**src/core/ebac_regs.vh**
```
// Register map, field positions, reset values and timing counts of the storage controller
`ifndef EBAC_REGS_VH
`define EBAC_REGS_VH

// ----------------------------------------------------------------
// Register byte addresses on the bus
// ----------------------------------------------------------------
`define EBAC_ADDR_STORAGE_ADDRESS 4'h0
`define EBAC_ADDR_STORAGE_DATA 4'h4
`define EBAC_ADDR_STORAGE_CONTROL 4'h8

// ----------------------------------------------------------------
// Control register fields
// ----------------------------------------------------------------
`define EBAC_BIT_READ_STROBE 0
`define EBAC_BIT_PROGRAM_STROBE 1
`define EBAC_BIT_PROGRAM_ARM 2
`define EBAC_BIT_READY_IRQ_ENABLE 3
`define EBAC_BIT_MODE_LO 4
`define EBAC_BIT_MODE_HI 5

// ----------------------------------------------------------------
// Mode encodings
// ----------------------------------------------------------------
`define EBAC_MODE_ATOMIC 2'h0
`define EBAC_MODE_ERASE 2'h1
`define EBAC_MODE_WRITE 2'h2
`define EBAC_MODE_RESERVED 2'h3

// ----------------------------------------------------------------
// Sizes and reset values
// ----------------------------------------------------------------
`define EBAC_DEPTH 64
`define EBAC_AW 6
`define EBAC_ERASED_BYTE 8'hff
`define EBAC_RST_ADDRESS 6'h00
`define EBAC_RST_DATA 8'h00
`define EBAC_RST_MODE 2'h0

// ----------------------------------------------------------------
// Timing
// ----------------------------------------------------------------
`define EBAC_READ_STALL 3'h4
`define EBAC_PROG_STALL 3'h2
`define EBAC_ARM_CYCLES 3'h4
`define EBAC_OSC_KHZ 1000
`define EBAC_T_ATOMIC_US 3400
`define EBAC_T_SPLIT_US 1800
`define EBAC_TICKS_ATOMIC ((`EBAC_T_ATOMIC_US * `EBAC_OSC_KHZ) / 1000)
`define EBAC_TICKS_SPLIT ((`EBAC_T_SPLIT_US * `EBAC_OSC_KHZ) / 1000)
`define EBAC_TICK_W 16

`endif

```
**src/core/ebac_mem.v**
```verilog
// Byte storage array with registered read data
`timescale 1ns/1ps
`include "ebac_regs.vh"

module ebac_mem (
	input wire clk,
	input wire rst,
	input wire wrEn,
	input wire [`EBAC_AW-1:0] wrAddr,
	input wire [7:0] wrData,
	input wire rdEn,
	input wire [`EBAC_AW-1:0] rdAddr,
	output reg [7:0] rdData_q
);
	reg [7:0] cells [0:`EBAC_DEPTH-1];

	always @(posedge clk) begin
		if (wrEn) begin
			cells[wrAddr] <= wrData;
		end
	end

	always @(posedge clk or posedge rst) begin
		if (rst) begin
			rdData_q <= 8'h00;
		end else if (rdEn) begin
			rdData_q <= cells[rdAddr];
		end
	end
endmodule

```
**src/core/ebac_top.v**
```verilog
// Byte storage access controller with AHB-Lite register slave
//
// Summary of operation
// RULE1: Sixty-four individually readable and writable bytes.
// RULE2: Address, data, control registers reachable by software.
// RULE3: Hardware times programming, exposes completion.
// RULE4: Read strobe stalls processor four cycles.
// RULE5: Program strobe stalls processor two cycles.
// RULE6: Mode zero, armed strobe: erase and write.
// RULE7: Mode one, armed strobe: erase only.
// RULE8: Mode two, armed strobe: write only.
// RULE9: Program strobe stays set until finished.
// RULE10: No other operation while programming; a read strobe written together with the program strobe still runs.
// RULE11: Software erases before write-only mode.
// RULE12: Durations timed from calibrated oscillator.
// RULE13: Software loads address and data first.
// RULE14: Software polls strobe clear before next.
// RULE15: Software keeps interrupts off during arming.
// RULE16: Atomic 3.4 ms, split 1.8 ms; mode three reserved.
// RULE17: Arm self-clears after four cycles; required.
// RULE18: Mode writes ignored while programming.
// RULE19: Ready interrupt level when both enables set.
// RULE20: Read strobe loads addressed byte into data.
// RULE21: Six-bit linear address, upper bits zero.
`timescale 1ns/1ps
`include "ebac_regs.vh"

module ebac_top (
	input wire clk,
	input wire rst,
	input wire hsel,
	input wire [31:0] haddr,
	input wire [1:0] htrans,
	input wire hwrite,
	input wire [2:0] hsize,
	input wire [31:0] hwdata,
	input wire hready,
	output reg [31:0] hrdata_q,
	output reg hreadyout_q,
	output reg hresp_q,
	input wire oscIn,
	input wire globalIrqEnable,
	output reg readyIrq_q,
	output reg cpuStall_q
);
	// ----------------------------------------------------------------
	// Register state
	// ----------------------------------------------------------------
	reg [`EBAC_AW-1:0] address_q;
	reg [7:0] data_q;
	reg [1:0] mode_q;
	reg readyIrqEnable_q;
	reg [2:0] armCnt_q;
	reg programStrobe_q;
	reg [1:0] opMode_q;
	reg [`EBAC_TICK_W-1:0] tickCnt_q;
	reg [2:0] stallCnt_q;
	reg rdReq_q;
	reg rdLoad_q;
	reg memWrEn_q;
	reg [7:0] memWrData_q;
	reg dataSel_q;
	reg dataWrite_q;
	reg [3:0] dataAddr_q;
	reg oscS1_q;
	reg oscS2_q;
	reg oscS3_q;
	reg oscLvl_q;

	wire [7:0] memRdData;
	wire armed = (armCnt_q != 3'h0);
	wire addrTaken = hsel & htrans[1] & hready;
	wire wrApply = dataSel_q & dataWrite_q & hready;
	wire ctlWrite = wrApply & (dataAddr_q == `EBAC_ADDR_STORAGE_CONTROL);
	wire [1:0] wrMode = hwdata[`EBAC_BIT_MODE_HI:`EBAC_BIT_MODE_LO];
	wire readStart = ctlWrite & hwdata[`EBAC_BIT_READ_STROBE] & ~programStrobe_q; // [RULE10]
	wire progStart = ctlWrite & hwdata[`EBAC_BIT_PROGRAM_STROBE] & armed
		& ~programStrobe_q & (mode_q != `EBAC_MODE_RESERVED); // [RULE17] [RULE16]
	wire [7:0] controlView = {2'h0, mode_q, readyIrqEnable_q, armed, programStrobe_q, 1'b0};
	// Tick counts are integers; keep only the counter width
	wire [31:0] ticksAtomicFull = `EBAC_TICKS_ATOMIC;
	wire [31:0] ticksSplitFull = `EBAC_TICKS_SPLIT;
	wire [`EBAC_TICK_W-1:0] ticksAtomic = ticksAtomicFull[`EBAC_TICK_W-1:0];
	wire [`EBAC_TICK_W-1:0] ticksSplit = ticksSplitFull[`EBAC_TICK_W-1:0];
	wire oscTick = (oscS2_q == oscS3_q) & oscS3_q & ~oscLvl_q;

	// ----------------------------------------------------------------
	// Bus address phase capture and read data
	// ----------------------------------------------------------------
	always @(posedge clk or posedge rst) begin
		if (rst) begin
			dataSel_q <= 1'b0;
			dataWrite_q <= 1'b0;
			dataAddr_q <= 4'h0;
			hrdata_q <= 32'h00000000;
			hresp_q <= 1'b0;
		end else begin
			hresp_q <= 1'b0;
			if (hready) begin
				dataSel_q <= addrTaken;
				dataWrite_q <= hwrite;
				dataAddr_q <= {haddr[3:2], 2'h0};
			end
			if (addrTaken & ~hwrite) begin
				case ({haddr[3:2], 2'h0}) // [RULE2]
					`EBAC_ADDR_STORAGE_ADDRESS: begin
						hrdata_q <= {26'h0000000, address_q}; // [RULE21]
					end
					`EBAC_ADDR_STORAGE_DATA: begin
						hrdata_q <= {24'h000000, data_q};
					end
					`EBAC_ADDR_STORAGE_CONTROL: begin
						hrdata_q <= {24'h000000, controlView}; // [RULE3]
					end
					default: begin
						hrdata_q <= 32'h00000000;
					end
				endcase
			end
		end
	end

	// ----------------------------------------------------------------
	// Processor stall through the bus ready
	// ----------------------------------------------------------------
	always @(posedge clk or posedge rst) begin
		if (rst) begin
			stallCnt_q <= 3'h0;
			hreadyout_q <= 1'b1;
			cpuStall_q <= 1'b0;
		end else begin
			if (readStart) begin
				stallCnt_q <= `EBAC_READ_STALL; // [RULE4]
				hreadyout_q <= 1'b0;
				cpuStall_q <= 1'b1;
			end else if (progStart) begin
				stallCnt_q <= `EBAC_PROG_STALL; // [RULE5]
				hreadyout_q <= 1'b0;
				cpuStall_q <= 1'b1;
			end else begin
				if (stallCnt_q != 3'h0) begin
					stallCnt_q <= stallCnt_q - 3'h1;
				end
				hreadyout_q <= (stallCnt_q <= 3'h1);
				cpuStall_q <= (stallCnt_q > 3'h1);
			end
		end
	end

	// ----------------------------------------------------------------
	// Software registers
	// ----------------------------------------------------------------
	always @(posedge clk or posedge rst) begin
		if (rst) begin
			address_q <= `EBAC_RST_ADDRESS;
			mode_q <= `EBAC_RST_MODE;
			readyIrqEnable_q <= 1'b0;
			armCnt_q <= 3'h0;
		end else begin
			if (wrApply & (dataAddr_q == `EBAC_ADDR_STORAGE_ADDRESS)) begin
				address_q <= hwdata[`EBAC_AW-1:0]; // [RULE21]
			end
			if (ctlWrite) begin
				readyIrqEnable_q <= hwdata[`EBAC_BIT_READY_IRQ_ENABLE];
				if (~programStrobe_q) begin
					mode_q <= wrMode; // [RULE18]
				end
			end
			if (ctlWrite & hwdata[`EBAC_BIT_PROGRAM_ARM]) begin
				armCnt_q <= `EBAC_ARM_CYCLES; // [RULE17]
			end else if (progStart) begin
				armCnt_q <= 3'h0;
			end else if (armed) begin
				armCnt_q <= armCnt_q - 3'h1; // [RULE17]
			end
		end
	end

	// ----------------------------------------------------------------
	// Data register and byte read path
	// ----------------------------------------------------------------
	always @(posedge clk or posedge rst) begin
		if (rst) begin
			data_q <= `EBAC_RST_DATA;
			rdReq_q <= 1'b0;
			rdLoad_q <= 1'b0;
		end else begin
			rdReq_q <= readStart; // [RULE20]
			rdLoad_q <= rdReq_q;
			if (rdLoad_q) begin
				data_q <= memRdData; // [RULE20]
			end else if (wrApply & (dataAddr_q == `EBAC_ADDR_STORAGE_DATA)) begin
				data_q <= hwdata[7:0];
			end
		end
	end

	// ----------------------------------------------------------------
	// Calibrated oscillator sampling
	// ----------------------------------------------------------------
	always @(posedge clk or posedge rst) begin
		if (rst) begin
			oscS1_q <= 1'b0;
			oscS2_q <= 1'b0;
			oscS3_q <= 1'b0;
			oscLvl_q <= 1'b0;
		end else begin
			oscS1_q <= oscIn;
			oscS2_q <= oscS1_q;
			oscS3_q <= oscS2_q;
			if (oscS2_q == oscS3_q) begin
				oscLvl_q <= oscS3_q;
			end
		end
	end

	// ----------------------------------------------------------------
	// Programming sequencer
	// ----------------------------------------------------------------
	always @(posedge clk or posedge rst) begin
		if (rst) begin
			programStrobe_q <= 1'b0;
			opMode_q <= `EBAC_MODE_ATOMIC;
			tickCnt_q <= {`EBAC_TICK_W{1'b0}};
			memWrEn_q <= 1'b0;
			memWrData_q <= 8'h00;
		end else begin
			memWrEn_q <= 1'b0;
			if (progStart) begin
				programStrobe_q <= 1'b1; // [RULE9]
				opMode_q <= mode_q;
				if (mode_q == `EBAC_MODE_ATOMIC) begin
					tickCnt_q <= ticksAtomic; // [RULE16] [RULE6]
				end else begin
					tickCnt_q <= ticksSplit; // [RULE16]
				end
			end else if (programStrobe_q & oscTick) begin
				if (tickCnt_q <= {{(`EBAC_TICK_W-1){1'b0}}, 1'b1}) begin
					tickCnt_q <= {`EBAC_TICK_W{1'b0}};
					programStrobe_q <= 1'b0; // [RULE9] [RULE3]
					memWrEn_q <= 1'b1; // [RULE1]
					case (opMode_q)
						`EBAC_MODE_ERASE: begin
							memWrData_q <= `EBAC_ERASED_BYTE; // [RULE7]
						end
						`EBAC_MODE_WRITE: begin
							memWrData_q <= data_q; // [RULE8]
						end
						default: begin
							memWrData_q <= data_q; // [RULE6]
						end
					endcase
				end else begin
					tickCnt_q <= tickCnt_q - {{(`EBAC_TICK_W-1){1'b0}}, 1'b1}; // [RULE12]
				end
			end
		end
	end

	// ----------------------------------------------------------------
	// Ready interrupt level
	// ----------------------------------------------------------------
	always @(posedge clk or posedge rst) begin
		if (rst) begin
			readyIrq_q <= 1'b0;
		end else begin
			readyIrq_q <= readyIrqEnable_q & globalIrqEnable
				& ~programStrobe_q & ~memWrEn_q; // [RULE19]
		end
	end

	// ----------------------------------------------------------------
	// Storage array
	// ----------------------------------------------------------------
	ebac_mem u_mem (
		.clk(clk),
		.rst(rst),
		.wrEn(memWrEn_q),
		.wrAddr(address_q),
		.wrData(memWrData_q),
		.rdEn(rdReq_q),
		.rdAddr(address_q),
		.rdData_q(memRdData)
	);
endmodule

```
**config.mk**
```make
export PLATFORM = sky130hd
export DESIGN_NAME = ebac_top
export DESIGN_NICKNAME = d
export VERILOG_FILES = /design/src/core/ebac_mem.v /design/src/core/ebac_top.v
export VERILOG_INCLUDE_DIRS = /design/src /design/src/core
export SDC_FILE = /design/constraint.sdc
export NUM_CORES = 1
export LEC_CHECK = 0
export BUFFER_PORTS_ARGS = -buffer_cell sky130_fd_sc_hd__buf_2
export CAP_MARGIN = 20
export CORE_MARGIN = 8
export CORE_UTILIZATION = 45
export CTS_CLUSTER_SIZE = 14
export DETAILED_ROUTE_END_ITERATION = 7
export PLACE_DENSITY_LB_ADDON = 0.2
export SYNTH_ARGS = -nofsm -noshare
export SYNTH_HDL_FRONTEND = slang
export SYNTH_SLANG_ARGS = --single-unit
```
**constraint.sdc**
```tcl
create_clock -name clk -period 3.46 [get_ports clk]
set_input_delay 0.519 -clock clk [delete_from_list [all_inputs] [get_ports clk]]
set_output_delay 0.519 -clock clk [all_outputs]
set_load 0.005 [all_outputs]
```
==> results of run 1 <==
==> per-layer routing <==
metal	vias to the layer above	GRT usage [%]	wire length, um
met5	-	0	0
li1	6145	-	-
met1	7228	29.0	27000
met3	122	4.26	5140
met2	590	33.1	30100
met4	0	7.51	2040
==> logic make-up (layout without fill, tap and decap cells) <==
logic type,count (synthesis),in the layout
buf+inv,126,304
flops,592,592
other cells,1,25
fa+ha+maj,8,8
compound gates,291,291
simple gates,303,303
mux,177,177
xor+xnor,3,3
==> final timing paths <==
path                                           end         start  depth (start not counted)  slack, ps
worst min register to register             oscS2_q       oscS1_q                          0        360
worst max register to register  u_mem.cells[54][3]  address_q[1]                          5        390
min in group asynchronous             tickCnt_q[3]           rst                          3        510
worst min-delay path                   dataWrite_q        hwrite                          2        160
worst max-delay path            u_mem.cells[54][3]  address_q[1]                          5        390
max in group asynchronous             address_q[2]           rst                          4       2120
==> metrics by stage <==
step | power [W] | setup WS, ps | util [%] | hold WS, ps | std cells
3_3_place_gp | 0.0127 | 401 | 48.5 | 335 | 2274
4_1_cts | 0.0187 | 365 | 52.0 | 128 | 2386
2_1_floorplan | 0.0109 | 891 | - | 331 | 1525
3_5_place_dp | 0.0127 | 375 | 48.5 | 343 | 2274
5_1_grt | 0.0193 | 367 | 52.2 | 156 | 2391
6_report | 0.0187 | 393 | 52.2 | 160 | 2391
==> worst max-delay path, cell delays in order (launching register included) <==
cell and delay, ps:
dfrtp_4 780, nor2b_2 260, buf_4 360, nand3_1 620, nor2_1 480, buf_4 240
==> placed cells by master, fill, tap and decap left out, drive strengths merged, types with 22 or more instances in the layout <==
master | Yosys | final
nor2 | 117 | 117
edfxtp | 512 | 512
dfrtp | 79 | 79
mux2 | 49 | 49
mux4 | 31 | 31
a22oi | 28 | 28
clkinv | 1 | 30
nand3 | 22 | 22
a221oi | 50 | 50
buf | 64 | 178
clkbuf | 48 | 77
nand2 | 90 | 90
conb | 1 | 25
a21oi | 59 | 59
o21ai | 60 | 60
mux2i | 97 | 97
o22ai | 23 | 23
==> where the power goes <==
group          internal (W)  switching [W]
clock network       0.00338        0.00263
registers           0.00793       0.000486
logic               0.00162        0.00262
total                0.0129        0.00574
==> final cells by class <==
class | instances | area [um^2]
Tap cell | 688 | 861
Clock buffer | 77 | 1600
Inverter | 14 | 53.8
Multi-Input combinational cell | 807 | 5810
Sequential cell | 592 | 17400
Clock inverter | 33 | 205
Timing Repair Buffer | 180 | 1380
Fill cell | 4355 | 25000
==> registers in the layout, summed over array words and instances (netlist names), 2 cells and up <==
signal / cells
memWrData_q: 8
mode_q: 2
tickCnt_q: 16
armCnt_q: 3
opMode_q: 2
data_q: 8
u_mem.rdData_q: 8
hrdata_q: 8
dataAddr_q: 2
stallCnt_q: 3
u_mem.cells: 512
address_q: 6
==> metrics, run 1 <==
run status=finished clean; Bufs on Longest Clock Path=3; number of core rows=84; Peak VDD IR=0.389 mV; largest family of logic cells by synthesized area=multiplexers; n_diodes=0; Buffers on Ports=28; EDFF count, synth=512; kind of end point of the critical path=flop; post-route antenna net violation count=0; leakage=8.48 nW; WL final=between 60000 and 70000 um; clk_skew=~18 ps; first-pass GRT wire length=94300 um; Worst-path clk slew=60 ps; Synth Area in Compound Gates=8.48%; multiplexer area fraction after synthesis=roughly a tenth; total track usage=21.1%; die height=about 250 um; Max transition margin=30.8%; Sink Count=592; DR vias/cell=5.89; Seq cells post-synth=592; DP Area=25400 um^2; worst skew pair latency=620 ps; GRT overflow=0; Post-CTS Hold Buffers=2; P&R area growth vs syn=15.2%; Syn Inst Count=1501; initial antenna violation count=0; leading area contributor after synthesis=edfxtp_1; fmax=326 MHz; Resize count post-CTS=0; Netlist cell types=64; H-tree levels=2; number of global-route vias before repair=14089; setup TNS=0 ps; Die W=246 um; ranking of synthesized cells by area=edfxtp_1 65%, dfrtp_1 8.3%, mux2i_1 4.1%; critical-path maximum fanout=27; crit path kind=reg -> reg; Slew @ Worst Pin=1040 ps; adder and majority gate portion of the synthesized area=0.422%; post-detail-place hpwl=40600 um; design area=27300 um^2; Post-synth top cells=512 x edfxtp_1, 117 x nor2_1, 97 x mux2i_1; GPL Wtd Cong=0.855; area share of the largest cell type after synthesis=64.9%; Worst Path Arrival=about 3400 ps; Final Max Slew Viols=0; # Post-CTS Setup Buffers=0; share of cells above drive strength 1=21.1%; clk root buf=clkbuf_16; P per Cell Area=683 nW/um^2; Worst Hold Class=in -> reg; CP Launch Type=flop; Cell Area, Synth=23700 um^2; fin crit share=88.6%; Starting Density=45.3%; sequential area share after synthesis=about three quarters; top-count cell post-synth=edfxtp_1; vias=about 14000; I/O Pins=112; max-capacitance violation count=0; Detailed Routing Iterations Pass 1=7; drt initial violations=between 1000 and 1500; Nets=between 1500 and 2000; largest net degree at the start of global routing=66; CTS tree=yes; CP Data Required Time=3790 ps; synth warn=0; crit path time final=3070 ps; ys async rst share=13.5%; XOR/XNOR share of the synthesized area=0.111%; Die Area=60300 um^2; Most used DFF post-synth=edfxtp_1; DRC violations left=0; RSZ-0062 raised after global routing=false; simple logic cell fraction of the synthesized area=around 5.7%; total CTS buffers=60; Avg Synthesized Cell Area=roughly 16 um^2; total core area=52300 um^2; wire per inst=26.9 um; Final Hold Vio Count=0; setup violators final=0
Note: power is estimated with default switching activity, not from simulation.
==> run 2, diff against run 1 <==
--- a/config.mk
+++ b/config.mk
@@ -12,7 +12,8 @@
 export CORE_UTILIZATION = 45
 export CTS_CLUSTER_SIZE = 14
 export DETAILED_ROUTE_END_ITERATION = 7
-export PLACE_DENSITY_LB_ADDON = 0.2
+export HOLD_SLACK_MARGIN = 0.05
+export PLACE_DENSITY = 0.66
 export SYNTH_ARGS = -nofsm -noshare
 export SYNTH_HDL_FRONTEND = slang
 export SYNTH_SLANG_ARGS = --single-unit
==> run 2 against run 1 <==
Clock power up 4.0%. Core utilization is essentially flat. Wire length down 5.9%. Combinational power is 3% lower. Sequential cell count stayed put. Highest routed layer unchanged. Sequential share of layout area is 0.055 points lower. Clock-buffer cell count down 2.
==> metrics, run 2 (same netlist as run 1, synthesis figures left out) <==
share of cells above drive strength 1=20.7%; P&R area growth vs syn=15.3%; crit path time final=between 2000 and 3000 ps; Sink Count=slightly below 600; CP max-delay cell=dfrtp_4; Nets=1728; fmax=346 MHz; Starting Density=45.3%; Worst R2R Start=address_q[1]; commonest non-fill, non-tap cells in the layout=512 x edfxtp_1, 131 x buf_4, 116 x nor2_1; critical path's largest stage delay=640 ps; DRC violations left=0; GRT busiest layer=met2; total track usage=19.8%; number of global-route vias before repair=about 14000; post-route antenna net violation count=0; pre-CTS setup slack=between 600 and 700 ps; # Post-CTS Setup Buffers=0; max-capacitance violation count=0; GR Util met2=between 30% and 40%; worst skew pair latency=650 ps; DR vias/cell=between 5 and 6; Max transition margin=between 20% and 30%; commonest non-fill, non-tap cell in the layout=edfxtp_1; initial antenna violation count=0; Final Max Slew Viols=0; CP Data Required Time=about 3800 ps; total core area=52300 um^2; min-delay src=hwrite; FF-to-FF setup slack=570 ps; sink of the worst hold path=dataWrite_q; GPL Wtd Cong=0.884; Bufs on Longest Clock Path=3; Final Hold Vio Count=0; I/O Pins=roughly 110; first-pass GRT wire length=approximately 90000 um; kind of end point of the critical path=flop; post-detail-place hpwl=38500 um; Reg2Reg Depth=5; crit path kind=reg -> reg; Worst Hold Class=in -> reg; P per Cell Area=683 nW/um^2; die height=246 um; CTS tree=yes; largest net degree at the start of global routing=66; CP dominant cell by count=buf_4; number of core rows=84; Worst Path Arrival=3240 ps; wire per inst=25.4 um; Detailed Routing Iterations Pass 1=6; worst setup margin=571 ps; leakage=8.49 nW; Regs by FF count=u_mem.cells x512, tickCnt_q x16; GRT overflow=0; Die Area=60300 um^2; Buffers on Ports=28; WL final=60500 um; clk root buf=clkbuf_16; vias=14154; met1 usage=26.9%; critical-path maximum fanout=19; Peak VDD IR=between 0.3 and 0.4 mV; drt initial violations=about 1600; n_diodes=0; RSZ-0062 raised after global routing=false; fin crit share=83.5%; total CTS buffers=60; Top reg by flops=u_mem.cells; Die W=roughly 250 um; max FFs per register=512; setup violators final=0; Worst Hold Depth=2; setup TNS=0 ps; CP Launch Type=flop; clk_skew=32.8 ps; H-tree levels=2; r2r endpoint=u_mem.cells[54][4]; CP cell instances=nor2b_2, buf_4, nand3_1, nor2_1, buf_4; Worst-path clk slew=60 ps; Slew @ Worst Pin=1160 ps; GRT met3 Usage=about 4.7%; run status=finished clean
## run 2: cell count changes in the layout (fill, tap and decap cells not counted), moves of 2 or more
cell	before	now
clkinv_1	17	15
buf_4	141	131
buf_16	0	2
bufinv_16	2	5
buf_12	8	6
## run 2: layout make-up
type | count | area (um^2)
fill | 4202 | 25000
sequential | 592 | 17400
multi-input combinational | 807 | 5810
clock buffer | 75 | 1570
timing repair buffer | 169 | 1320
tap | 688 | 861
clock inverter | 37 | 328
inverter | 14 | 53.8
## run 2: repair_timing
item                       4_1_cts  5_1_grt
gates resized for setup          0        0
setup endpoints to repair        0        0
hold endpoints to repair         1       63
hold buffers                     1        1
## run 2: per-stage QoR
step | instance area [um^2] | util (%) | hold slack, ps | cells | power, W
after floorplan | 23800 | - | 331 | 1525 | 0.0109
after global placement | 25300 | 48.4 | 350 | 2263 | 0.0124
after detailed placement | 25300 | 48.4 | 343 | 2263 | 0.0125
after CTS | 27200 | 52.0 | 88.6 | 2376 | 0.0187
after global routing | 27300 | 52.2 | 128 | 2382 | 0.0193
final | 27300 | 52.2 | 142 | 2382 | 0.0187
## run 2: worst max-delay path, delay by kind of cell, from the launching register on
family | cells | cell delay [ps]
buffers and inverters | 2 | 550
AND/OR/NAND/NOR | 3 | 1410
flip-flops | 1 | 640
## run 2: metal layers
| layer | vias to the layer above | routed length [um] |
|---|---|---|
| li1 | 6151 | - |
| met1 | 7151 | 24700 |
| met2 | 720 | 28300 |
| met3 | 132 | 5780 |
| met4 | 0 | 1820 |
| met5 | - | 0 |
## run 2: how the worst max path moves through the flow
stage / start / end / slack [ps] / cells past startpoint
after floorplan: rst / address_q[0] / 890 / 1
after global placement: address_q[2] / u_mem.rdData_q[2] / 660 / 8
after detailed placement: address_q[1] / u_mem.rdData_q[5] / 620 / 7
after CTS: address_q[1] / u_mem.rdData_q[5] / 570 / 7
after global routing: address_q[1] / u_mem.rdData_q[5] / 410 / 7
final: address_q[1] / u_mem.cells[54][4] / 570 / 5
## run 2: where the power goes
group          internal, W  total, W  switching, W
logic              0.00152   0.00409       0.00257
clock network      0.00358   0.00626       0.00268
registers          0.00793   0.00831      0.000382
==> run 3, diff against run 2 <==
--- a/config.mk
+++ b/config.mk
@@ -6,6 +6,7 @@
 export SDC_FILE = /design/constraint.sdc
 export NUM_CORES = 1
 export LEC_CHECK = 0
+export ABC_AREA = 1
 export BUFFER_PORTS_ARGS = -buffer_cell sky130_fd_sc_hd__buf_2
 export CAP_MARGIN = 20
 export CORE_MARGIN = 8
==> constraint.sdc (replaced) <==
create_clock -name clk -period 2.9 [get_ports clk]
set_input_delay 0.435 -clock clk [delete_from_list [all_inputs] [get_ports clk]]
set_output_delay 0.435 -clock clk [all_outputs]
set_load 0.005 [all_outputs]
==> run 3 against run 2 <==
Core utilization fell by 0.65 points. Clock skew fell by 18 ps. Final cell count rose by 48%. Largest cell class unchanged. Sequential cell count did not move. Synthesized area rose by 8.8%. Design area rose by 6.6%. Clock-buffer cell count fell by 6.
==> metrics, run 3 <==
run status=finished clean; crit path time final=2460 ps; kind of end point of the critical path=flop; Final Max Slew Viols=0; worst setup margin=440 ps; footprint of the multi-input gates=between 7000 and 8000 um^2; share of cells above drive strength 1=9.48%; number of global-route vias before repair=17622; design area=29100 um^2; area share of the largest cell type after synthesis=59.6%; Fill cells=4969; clk root buf=clkbuf_16; setup violators final=0; Die Area=between 60000 and 70000 um^2; Buffers on Ports=28; largest net degree at the start of global routing=122; crit path kind=reg -> reg; Post-synth top cells=1458 x nand2_1, 512 x edfxtp_1, 126 x nor2_1; top-count cell post-synth=nand2_1; Max transition margin=44.7%; ys async rst share=~14%; max-capacitance violation count=0; GRT overflow=0; Worst Hold Class=in -> reg; Detailed Routing Iterations Pass 1=5; Netlist cell types=42; fin crit share=84.8%; Power Total=0.0229 W; clk_skew=14.8 ps; CTS tree=yes; Peak VDD IR=between 0.5 and 0.6 mV; H-tree levels=2; Avg Synthesized Cell Area=around 9.8 um^2; initial antenna violation count=0; pre-CTS setup slack=510 ps; Cell Area, Synth=25800 um^2; Regs by FF count=u_mem.cells x512, tickCnt_q x16; WL final=60600 um; total core area=56500 um^2; Bufs on Longest Clock Path=3; commonest non-fill, non-tap cell in the layout=nand2_1; number of core rows=just under 90; ranking of synthesized cells by area=edfxtp_1 60%, nand2_1 21%, dfrtp_1 7.7%; fmax=407 MHz; wire per inst=17.2 um; Nets=2820; total CTS buffers=60; CP Data Required Time=between 3000 and 4000 ps; max FFs per register=between 500 and 600; setup TNS=0 ps; CP Launch Type=flop; sequential area share after synthesis=around two thirds; leakage=about 12 nW; Top reg by flops=u_mem.cells; DR vias/cell=4.99; Slew @ Worst Pin=829 ps; die height=255 um; Starting Density=a little under half; P per Cell Area=784 nW/um^2; total track usage=18.2%; DP Area=27300 um^2; Die W=255 um; post-layout util=slightly above 50%; Sink Count=592; DRC violations left=0; n_diodes=0; Worst Path Arrival=2960 ps; drt initial violations=1416; Seq cells post-synth=592; RSZ-0062 raised after global routing=false; register cell area after layout=17400 um^2; commonest non-fill, non-tap cells in the layout=1458 x nand2_1, 512 x edfxtp_1, 126 x nor2_1; I/O Pins=between 100 and 150; Final Hold Vio Count=0; EDFF count, synth=between 500 and 600; GPL Wtd Cong=0.856; P&R area growth vs syn=13.0%; Most used DFF post-synth=edfxtp_1; post-detail-place hpwl=37900 um; critical-path maximum fanout=42; Syn Inst Count=2638; synth warn=0; vias=~18000; Worst-path clk slew=60 ps; # Post-CTS Setup Buffers=0; worst skew pair latency=600 ps; post-route antenna net violation count=0; leading area contributor after synthesis=edfxtp_1; first-pass GRT wire length=96000 um
## run 3: routing by layer
layer  track usage (%)  routed length [um]  vias up  share of wire, %
met3              3.08                4080      131               6.7
met5                 0                   0        -                 0
met1              24.0               25900     8302                43
met4              6.52                1750        0               2.9
li1                  -                   -     8636                 -
met2              30.3               28900      552                48
## run 3: final timing paths
kind | from | end | slack, ps | cells past startpoint
setup / recovery | address_q[0] | u_mem.rdData_q[1] | 440 | 11
hold / removal | hwrite | dataWrite_q | 100 | 2
setup reg to reg | address_q[0] | u_mem.rdData_q[1] | 440 | 11
hold reg to reg | oscS1_q | oscS2_q | 370 | 0
max in group asynchronous | rst | memWrData_q[4] | 1730 | 4
min in group asynchronous | rst | tickCnt_q[5] | 470 | 3
## run 3: logic make-up (layout without fill, tap and decap cells)
logic type	Yosys count	in the layout	share of synthesized area, %
flip-flops	592	592	67.4
XOR/XNOR	5	5	0.170
adder cells (fa/ha/maj)	8	8	0.388
AND/OR/NAND/NOR	1669	1669	25.1
AO/OA/AOI/OAI	100	100	2.19
buffers and inverters	261	374	4.64
multiplexers	2	2	0.0873
other	1	25	0.0145
## run 3: repair_timing
action,in CTS,in global routing
hold endpoints to repair,36,0
setup endpoints to repair,0,0
resized for setup,0,0
hold buffers,3,0
## run 3: stage by stage
step                      hold slack [ps]  instances
final                                96.3       3531
after CTS                            59.8       3531
after floorplan                       331       2662
after global placement                347       3427
after detailed placement              350       3427
after global routing                 80.8       3531
## run 3: final cells by class
class / instances / area share, %
multi-input cells: 1809 / 25.1
clock inverters: 32 / 1.00
inverters: 126 / 1.65
repair buffers: 147 / 4.00
clock buffers: 69 / 5.34
well taps: 756 / 3.25
flip-flops and latches: 592 / 59.7
## run 3: critical path, stage by stage (launching register included)
cell and delay (ps):
dfrtp_4 520, inv_6 310, buf_4 420, nand2_1 100, nand3_1 90, nand2_1 50
o21ai_0 210, nand2_1 80, nor2_1 260, nand3_1 150, nand2_1 80, inv_1 30
## run 3: where the power goes
part | internal [W] | total, W | leakage [nW] | switching (W)
registers | 0.00932 | 0.00955 | 4.51 | 0.000234
clock network | 0.00431 | 0.00738 | 0.898 | 0.00306
logic | 0.00181 | 0.00593 | 6.52 | 0.00412
total | 0.0154 | 0.0229 | 11.9 | 0.00742
